### src/design/aec_pkg.sv
// Shared constants, register map and controller state type for the engine register link.
package aec_pkg;
   // Internal engine register addresses.
   localparam logic [7:0] ADDR_CONV_SLOT = 8'h00;
   localparam logic [7:0] ADDR_ENGINE_CONTROL = 8'h01;
   localparam logic [7:0] ADDR_TIME_STAMP_CONTROL = 8'h02;
   localparam logic [7:0] ADDR_TIME_BASE_CONTROL = 8'h03;
   localparam logic [7:0] ADDR_GAIN_CONSTANT = 8'h04;
   localparam logic [7:0] ADDR_OFFSET_CONSTANT = 8'h05;
   localparam logic [7:0] ADDR_LAST = 8'h05;
   // Writable bit masks; zero bits are reserved.
   localparam logic [15:0] MASK_FULL = 16'hFFFF;
   localparam logic [15:0] MASK_GAIN = 16'h7FFF;
   localparam logic [15:0] MASK_OFFSET = 16'h3FFF;
   localparam logic [15:0] RESET_REG = 16'h0000;
   // Gain field layout: one integer bit above fourteen fraction bits.
   localparam int GAIN_INT_POS = 14;
   localparam int GAIN_FRAC_BITS = 14;
   localparam int OFFSET_BITS = 14;
   // Correction arithmetic.
   localparam logic [16:0] ROUND_TERM = 17'h0_0002;
   localparam logic [16:0] RESULT_MAX = 17'h0_3FFF;
   // Conversion command word: calibrated correction select bit.
   localparam int CONV_CAL_POS = 0;
   // Controller APB register byte offsets.
   localparam logic [11:0] APB_COMMAND = 12'h000;
   localparam logic [11:0] APB_STATUS = 12'h004;
   localparam logic [11:0] APB_RESULT = 12'h008;
   // Command word field positions.
   localparam int CMD_ADDR_POS = 16;
   localparam int CMD_WRITE_POS = 24;
   localparam int CMD_ENGINE_POS = 25;
   // Status bit positions.
   localparam int ST_BUSY = 0;
   localparam int ST_RESULT_VALID = 1;
   localparam int ST_CAL_REFUSED = 2;
   localparam int ST_LOADED0 = 3;
   localparam int ST_LOADED1 = 4;
   localparam int RESULT_ENGINE_POS = 16;

   typedef enum logic [1:0] {
      AEC_IDLE = 2'b00,
      AEC_SEND = 2'b01,
      AEC_WAIT = 2'b10
   } aec_state_t;

   // Returns the writable bit mask of an internal register address.
   function automatic logic [15:0] reg_mask(input logic [7:0] addr);
      logic [15:0] m;
      m = 16'h0000;
      if (addr == ADDR_GAIN_CONSTANT)
      begin
         m = MASK_GAIN;
      end
      else if (addr == ADDR_OFFSET_CONSTANT)
      begin
         m = MASK_OFFSET;
      end
      else if (addr >= ADDR_ENGINE_CONTROL && addr <= ADDR_LAST)
      begin
         m = MASK_FULL;
      end
      return m;
   endfunction : reg_mask
endpackage : aec_pkg

### src/design/aec_if.sv
// Command and result message link between controller and converter engines.
`timescale 1ns/10ps
interface aec_if;
   logic cmd_valid;
   logic cmd_ready;
   logic cmd_engine;
   logic cmd_write;
   logic [7:0] cmd_addr;
   logic [15:0] cmd_data;
   logic rsp_valid;
   logic rsp_engine;
   logic [15:0] rsp_data;

   modport ctrl (
      output cmd_valid, cmd_engine, cmd_write, cmd_addr, cmd_data,
      input cmd_ready, rsp_valid, rsp_engine, rsp_data
   );
   modport dev (
      input cmd_valid, cmd_engine, cmd_write, cmd_addr, cmd_data,
      output cmd_ready, rsp_valid, rsp_engine, rsp_data
   );
endinterface : aec_if

### src/design/aec_ctrl.sv
// Command controller: APB slave that sends engine register and conversion messages.
`timescale 1ns/10ps
module aec_ctrl (
   // Clock, reset and enable.
   input wire logic pclk,
   input wire logic presetn,
   input wire logic ce,
   // APB slave.
   input wire logic psel,
   input wire logic penable,
   input wire logic pwrite,
   input wire logic [11:0] paddr,
   input wire logic [31:0] pwdata,
   output logic [31:0] prdata,
   output logic pready,
   output logic pslverr,
   // Message link.
   aec_if.ctrl link
);
   aec_pkg::aec_state_t state_q;
   aec_pkg::aec_state_t state_d;
   logic [25:0] cmd_q;
   logic result_valid_q;
   logic refused_q;
   logic [1:0] gain_ld_q;
   logic [1:0] off_ld_q;
   logic [16:0] result_q;

   wire access = psel & penable & ce;
   wire hit_cmd = paddr == aec_pkg::APB_COMMAND;
   wire hit_st = paddr == aec_pkg::APB_STATUS;
   wire hit_res = paddr == aec_pkg::APB_RESULT;
   wire mapped = hit_cmd | hit_st | hit_res;
   wire busy = state_q != aec_pkg::AEC_IDLE;
   wire [7:0] new_addr = pwdata[aec_pkg::CMD_ADDR_POS +: 8];
   wire new_wr = pwdata[aec_pkg::CMD_WRITE_POS];
   wire new_eng = pwdata[aec_pkg::CMD_ENGINE_POS];
   wire new_conv = new_wr && (new_addr == aec_pkg::ADDR_CONV_SLOT);
   wire new_cal = new_conv && pwdata[aec_pkg::CONV_CAL_POS];
   wire loaded = gain_ld_q[new_eng] & off_ld_q[new_eng];
   wire cal_block = new_cal & ~loaded;
   wire cmd_wr = access & pwrite & hit_cmd & ~busy;
   wire launch = cmd_wr & ~cal_block;
   wire wr_gain = launch && new_wr && (new_addr == aec_pkg::ADDR_GAIN_CONSTANT);
   wire wr_off = launch && new_wr && (new_addr == aec_pkg::ADDR_OFFSET_CONSTANT);
   wire expects_rsp = ~cmd_q[aec_pkg::CMD_WRITE_POS] ||
                      (cmd_q[aec_pkg::CMD_ADDR_POS +: 8] == aec_pkg::ADDR_CONV_SLOT);
   wire res_rd = access & ~pwrite & hit_res;
   wire rsp_take = link.rsp_valid & ce;
   wire [31:0] status_word = {27'h000_0000, off_ld_q[1] & gain_ld_q[1],
                              off_ld_q[0] & gain_ld_q[0], refused_q, result_valid_q, busy};

   assign pready = ce;
   assign pslverr = psel & penable & ~mapped;
   assign prdata = hit_st ? status_word :
                   hit_res ? {15'h0000, result_q} : 32'h0000_0000;
   assign link.cmd_valid = state_q == aec_pkg::AEC_SEND;
   assign link.cmd_engine = cmd_q[aec_pkg::CMD_ENGINE_POS];
   assign link.cmd_write = cmd_q[aec_pkg::CMD_WRITE_POS];
   assign link.cmd_addr = cmd_q[aec_pkg::CMD_ADDR_POS +: 8];
   assign link.cmd_data = cmd_q[15:0];

   always_comb
   begin
      state_d = state_q;
      case (state_q)
         aec_pkg::AEC_IDLE:
         begin
            if (launch)
            begin
               state_d = aec_pkg::AEC_SEND;
            end
         end
         aec_pkg::AEC_SEND:
         begin
            if (link.cmd_ready)
            begin
               state_d = expects_rsp ? aec_pkg::AEC_WAIT : aec_pkg::AEC_IDLE;
            end
         end
         aec_pkg::AEC_WAIT:
         begin
            if (link.rsp_valid)
            begin
               state_d = aec_pkg::AEC_IDLE;
            end
         end
         default:
         begin
            state_d = aec_pkg::AEC_IDLE;
         end
      endcase
   end

   always_ff @(posedge pclk or negedge presetn)
   begin
      if (!presetn)
      begin
         state_q <= aec_pkg::AEC_IDLE;
         cmd_q <= 26'h000_0000;
         gain_ld_q <= 2'b00;
         off_ld_q <= 2'b00;
      end
      else if (ce)
      begin
         state_q <= state_d;
         if (launch)
         begin
            cmd_q <= pwdata[25:0];
         end
         if (wr_gain)
         begin
            gain_ld_q[new_eng] <= 1'b1;
         end
         if (wr_off)
         begin
            off_ld_q[new_eng] <= 1'b1;
         end
      end
   end

   always_ff @(posedge pclk or negedge presetn)
   begin
      if (!presetn)
      begin
         result_valid_q <= 1'b0;
         refused_q <= 1'b0;
         result_q <= 17'h0_0000;
      end
      else if (ce)
      begin
         if (rsp_take)
         begin
            result_valid_q <= 1'b1;
            result_q <= {link.rsp_engine, link.rsp_data};
         end
         else if (res_rd)
         begin
            result_valid_q <= 1'b0;
         end
         if (cmd_wr && cal_block)
         begin
            refused_q <= 1'b1;
         end
         else if (access && pwrite && hit_st && pwdata[aec_pkg::ST_CAL_REFUSED])
         begin
            refused_q <= 1'b0;
         end
      end
   end
endmodule : aec_ctrl

### src/flat_wrapper.sv
// flat-port wrapper written by rule: the top's interface ports become plain ports
module aec_ctrl_flat 
  (pclk, presetn, ce, psel, penable, pwrite, paddr, pwdata, prdata, pready, pslverr, link_cmd_valid, link_cmd_engine, link_cmd_write, link_cmd_addr, link_cmd_data, link_cmd_ready, link_rsp_valid, link_rsp_engine, link_rsp_data);
  aec_if link_i ();
  input wire logic pclk;
  input wire logic presetn;
  input wire logic ce;
  input wire logic psel;
  input wire logic penable;
  input wire logic pwrite;
  input wire logic [11:0] paddr;
  input wire logic [31:0] pwdata;
  output logic [31:0] prdata;
  output logic pready;
  output logic pslverr;
  output wire logic [$bits(link_i.cmd_valid)-1:0] link_cmd_valid;
  output wire logic [$bits(link_i.cmd_engine)-1:0] link_cmd_engine;
  output wire logic [$bits(link_i.cmd_write)-1:0] link_cmd_write;
  output wire logic [$bits(link_i.cmd_addr)-1:0] link_cmd_addr;
  output wire logic [$bits(link_i.cmd_data)-1:0] link_cmd_data;
  input wire logic [$bits(link_i.cmd_ready)-1:0] link_cmd_ready;
  input wire logic [$bits(link_i.rsp_valid)-1:0] link_rsp_valid;
  input wire logic [$bits(link_i.rsp_engine)-1:0] link_rsp_engine;
  input wire logic [$bits(link_i.rsp_data)-1:0] link_rsp_data;
  assign link_cmd_valid = link_i.cmd_valid;
  assign link_cmd_engine = link_i.cmd_engine;
  assign link_cmd_write = link_i.cmd_write;
  assign link_cmd_addr = link_i.cmd_addr;
  assign link_cmd_data = link_i.cmd_data;
  assign link_i.cmd_ready = link_cmd_ready;
  assign link_i.rsp_valid = link_rsp_valid;
  assign link_i.rsp_engine = link_rsp_engine;
  assign link_i.rsp_data = link_rsp_data;
  aec_ctrl u_core (.pclk(pclk), .presetn(presetn), .ce(ce), .psel(psel), .penable(penable), .pwrite(pwrite), .paddr(paddr), .pwdata(pwdata), .prdata(prdata), .pready(pready), .pslverr(pslverr), .link(link_i));
endmodule
### config.mk
export PLATFORM = sky130hd
export DESIGN_NAME = aec_ctrl_flat
export DESIGN_NICKNAME = d
export VERILOG_FILES = /design/src/design/aec_pkg.sv /design/src/design/aec_if.sv /design/src/design/aec_ctrl.sv /design/src/flat_wrapper.sv
export SDC_FILE = /design/constraint.sdc
export NUM_CORES = 1
export LEC_CHECK = 0
export ABC_AREA = 1
export BUFFER_PORTS_ARGS = -buffer_cell sky130_fd_sc_hd__buf_2
export CORE_UTILIZATION = 45
export CTS_BUF_LIST = sky130_fd_sc_hd__clkbuf_8
export CTS_CLUSTER_SIZE = 10
export DETAILED_ROUTE_END_ITERATION = 7
export MAX_ROUTING_LAYER = met4
export PLACE_DENSITY = 0.79
export SYNTH_ARGS = -nofsm -noshare
export SYNTH_HDL_FRONTEND = slang
export SYNTH_SLANG_ARGS = --single-unit
### constraint.sdc
create_clock -name pclk -period 1.85 [get_ports pclk]
set_input_delay 0.4625 -clock pclk [delete_from_list [all_inputs] [get_ports pclk]]
set_output_delay 0.4625 -clock pclk [all_outputs]
set_load 0.03 [all_outputs]
==> impl_metrics.toml <==
[critical_path]
reg2reg_slack_ns = 0.22
criticalPathCategory = "input port to output port"
critPathArrivalTime_ns = 1.53
cp_slowest_cell = "buf_12"
end_kind = "output port"
r2r_cells = 9
critPathLaunchType = "input port"
cp_max_fo = 7
worstReg2RegEnd = "u_core.cmd_q[2]"
required_ns = 1.39
critPathBufInv = 3
reg2reg_from = "u_core.state_q[0]"
slowest_delay_ns = 0.21
path_cells = "buf_2 > nor2_4 > nand2_4 > nor2_8 > nand4_4 > buf_12 > o21ai_4 > buf_6"
crit_family = "buffers and inverters"

[min_path]
hold_class = "input port to async pin"

[logic_synthesis]
synthAdderAreaFrac_pct = 0
avgSynthCellArea_um2 = 8.84
synth_simple_gate_area_share_pct = 25.6
synth.cell_area_mm2 = 0.00256
synth_area_leaders = "dfrtp_1 (50%), nand2_1 (14%), mux2_2 (7.5%)"
yosys-top-cells-count = "nand2_1 (93), dfrtp_1 (51), inv_1 (26)"
async_flop_share_pct = 100
ys_types = 31
synth-edff-count = 0
muxShareOfSynthArea_pct = 7.46
synth_top_family_by_area = "simple AND/OR/NAND/NOR gates"
synth.largest_area_cell = "dfrtp_1"
synth.most_common_cell = "nand2_1"
synthCells = 290
synthFlopType = "dfrtp_1"
yosysWarningCount = 0
yosys.area_share.xor_xnor_pct = 0
yosys_register_bits = 51
synth-compound-area-share_pct = 5.80
yosysTopAreaCellShare_pct = 49.8
yosysSeqAreaShare_pct = 49.8

[power_and_ir_drop]
cellPowerDensity_mw_per_mm2 = 665
p_leak_uw = 0.00198
p_total_uw = 2470
ir_drop_mv = 0.561

[sta]
slew_viol_final = 0
timing.hold.ws_ns = 0.0706
fin_skew_ns = 0.0109
timing.final.crit_share_pct = 107
finalHoldViolations = 0
period_needed_ns = 1.99
setup_ws_ns = -0.138
setup_viol = 17
fmax_mhz = 503
rsz0062_at_grt = "yes"

[clocking]
numCtsBuffers = 5
clkTransAtPathRegs_ns = 0.10
cts_buffer_depth = 2
clock_latency_ns = 0.32
clock-root-buffer = "clkbuf_8"
htreeDepth = 2
cts_tree = "built"
cts_sinks = 51

[finish]
final_core_util_pct = 67.5
antenna_cells = 0
fin_nets = 482
nFillCells = 437
drive_gt1_share_pct = 46.4
area_delta_synth_final_pct = 44.9
fin_area_mm2 = 0.00372

[route]
routed_via_density = 4.79
ant_nets = 0
routed_wl_um = 6330
num_vias = 2327
drc = 0
drtPass1Iterations = 4
wl_per_cell_um = 13.0
drt-initial-drc-count = 135

[grt]
grt_pass1_wl_um = 10500
grt_pass1_vias = 2286
grt_max_degree = 32
antenna_found_initial = 0
overflow = 0
grt_use_total_pct = 23.2

[status]
status = "complete, but fails checks"
violations = "negative setup slack"

[place]
postPlaceCellArea_mm2 = 0.00331
hpwlAfterDp_um = 4440
place_congestion = 0.820
port_buffers = 108

[floorplanning]
die_area_mm2 = 0.00601
coreArea_mm2 = 0.00551
io_pins = 130
start_util_pct = 46.6
die_w_um = 77.5
fp-row-count = 27
die_y_um = 77.5

[run]
max_cap_violations = 0
-- cell type report --
type                            instances  area, um2  share of cell area (%)
Sequential cell                        51       1280                    34.3
Multi-Input combinational cell        202       1240                    33.3
Timing Repair Buffer                  126        892                    24.0
Inverter                               27        104                    2.79
Tap cell                               72       90.1                    2.42
Clock buffer                            5       68.8                    1.85
Clock inverter                          3       46.3                    1.25
-- placed cells by master (no fill, tap or decap), types with 4 or more instances in the layout --
cell type	n
nor2_1	10
buf_2	86
buf_12	4
o21ai_0	10
nand2_2	5
clkbuf_8	5
nand4_1	6
buf_6	25
nand2_1	91
nand3_1	4
conb_1	15
dfrtp_1	51
mux2_2	17
nor2_4	20
inv_1	26
buf_4	10
-- timing repair --
action,CTS,global route
hold buffers,0,0
pin swaps,5,7
gates resized for setup,50,19
setup buffers,1,0
setup endpoints to repair,18,18
gates cloned,1,0
-- kinds of logic after synthesis --
family,Yosys count
other,1
AOI/OAI and AO/OA,24
muxes,17
and+or+nand+nor,146
DFF,51
buffers and inverters,51
-- per-stage QoR --
stage | cells | worst slack [ns] | setup TNS [ns]
6_report | 486 | -0.138 | -1.59
5_1_grt | 486 | -0.193 | -2.65
4_1_cts | 486 | -0.173 | -1.97
3_5_place_dp | 476 | -0.219 | -3.14
3_3_place_gp | 476 | -0.196 | -2.67
2_1_floorplan | 304 | -0.127 | -1.74
-- registers in the layout, indices dropped and copies added, names as in the netlist --
signal,cells
u_core.refused_q,1
u_core.state_q,2
u_core.off_ld_q,2
u_core.gain_ld_q,2
u_core.cmd_q,26
u_core.result_valid_q,1
u_core.result_q,17
-- worst max-delay path by stage --
stage                   from        end  slack, ns  depth (start not counted)
floorplan           paddr[1]  prdata[0]      -0.13                          5
global placement    paddr[5]  prdata[1]      -0.20                          8
detailed placement  paddr[5]  prdata[1]      -0.22                          8
CTS                 paddr[4]  prdata[1]      -0.17                          8
global route        paddr[9]  prdata[1]      -0.19                          8
finish              paddr[9]  prdata[1]      -0.14                          8
-- report_power, final --
part	internal [uW]	switching (uW)	leakage [uW]	total, uW
clock	408	394	0.0000548	801
combinational	172	270	0.00131	441
sequential	1190	44.0	0.000614	1230
-- worst register-to-register path, delay by kind of cell, from the launching register on --
| kind | cells | cell delay (ns) |
|---|---|---|
| DFF | 1 | 0.43 |
| buffers and inverters | 1 | 0.17 |
| and+or+nand+nor | 8 | 0.93 |
-- per-layer routing --
layer / up-vias / routed length (um) / track usage, %
met3: 7 / 371 / 5.06
met4: 0 / 95 / 7.36
li1: 1121 / - / -
met1: 1101 / 2410 / 26.5
met5: - / 0 / -
met2: 98 / 3460 / 40.4
Power figures use the tool's default switching activity.
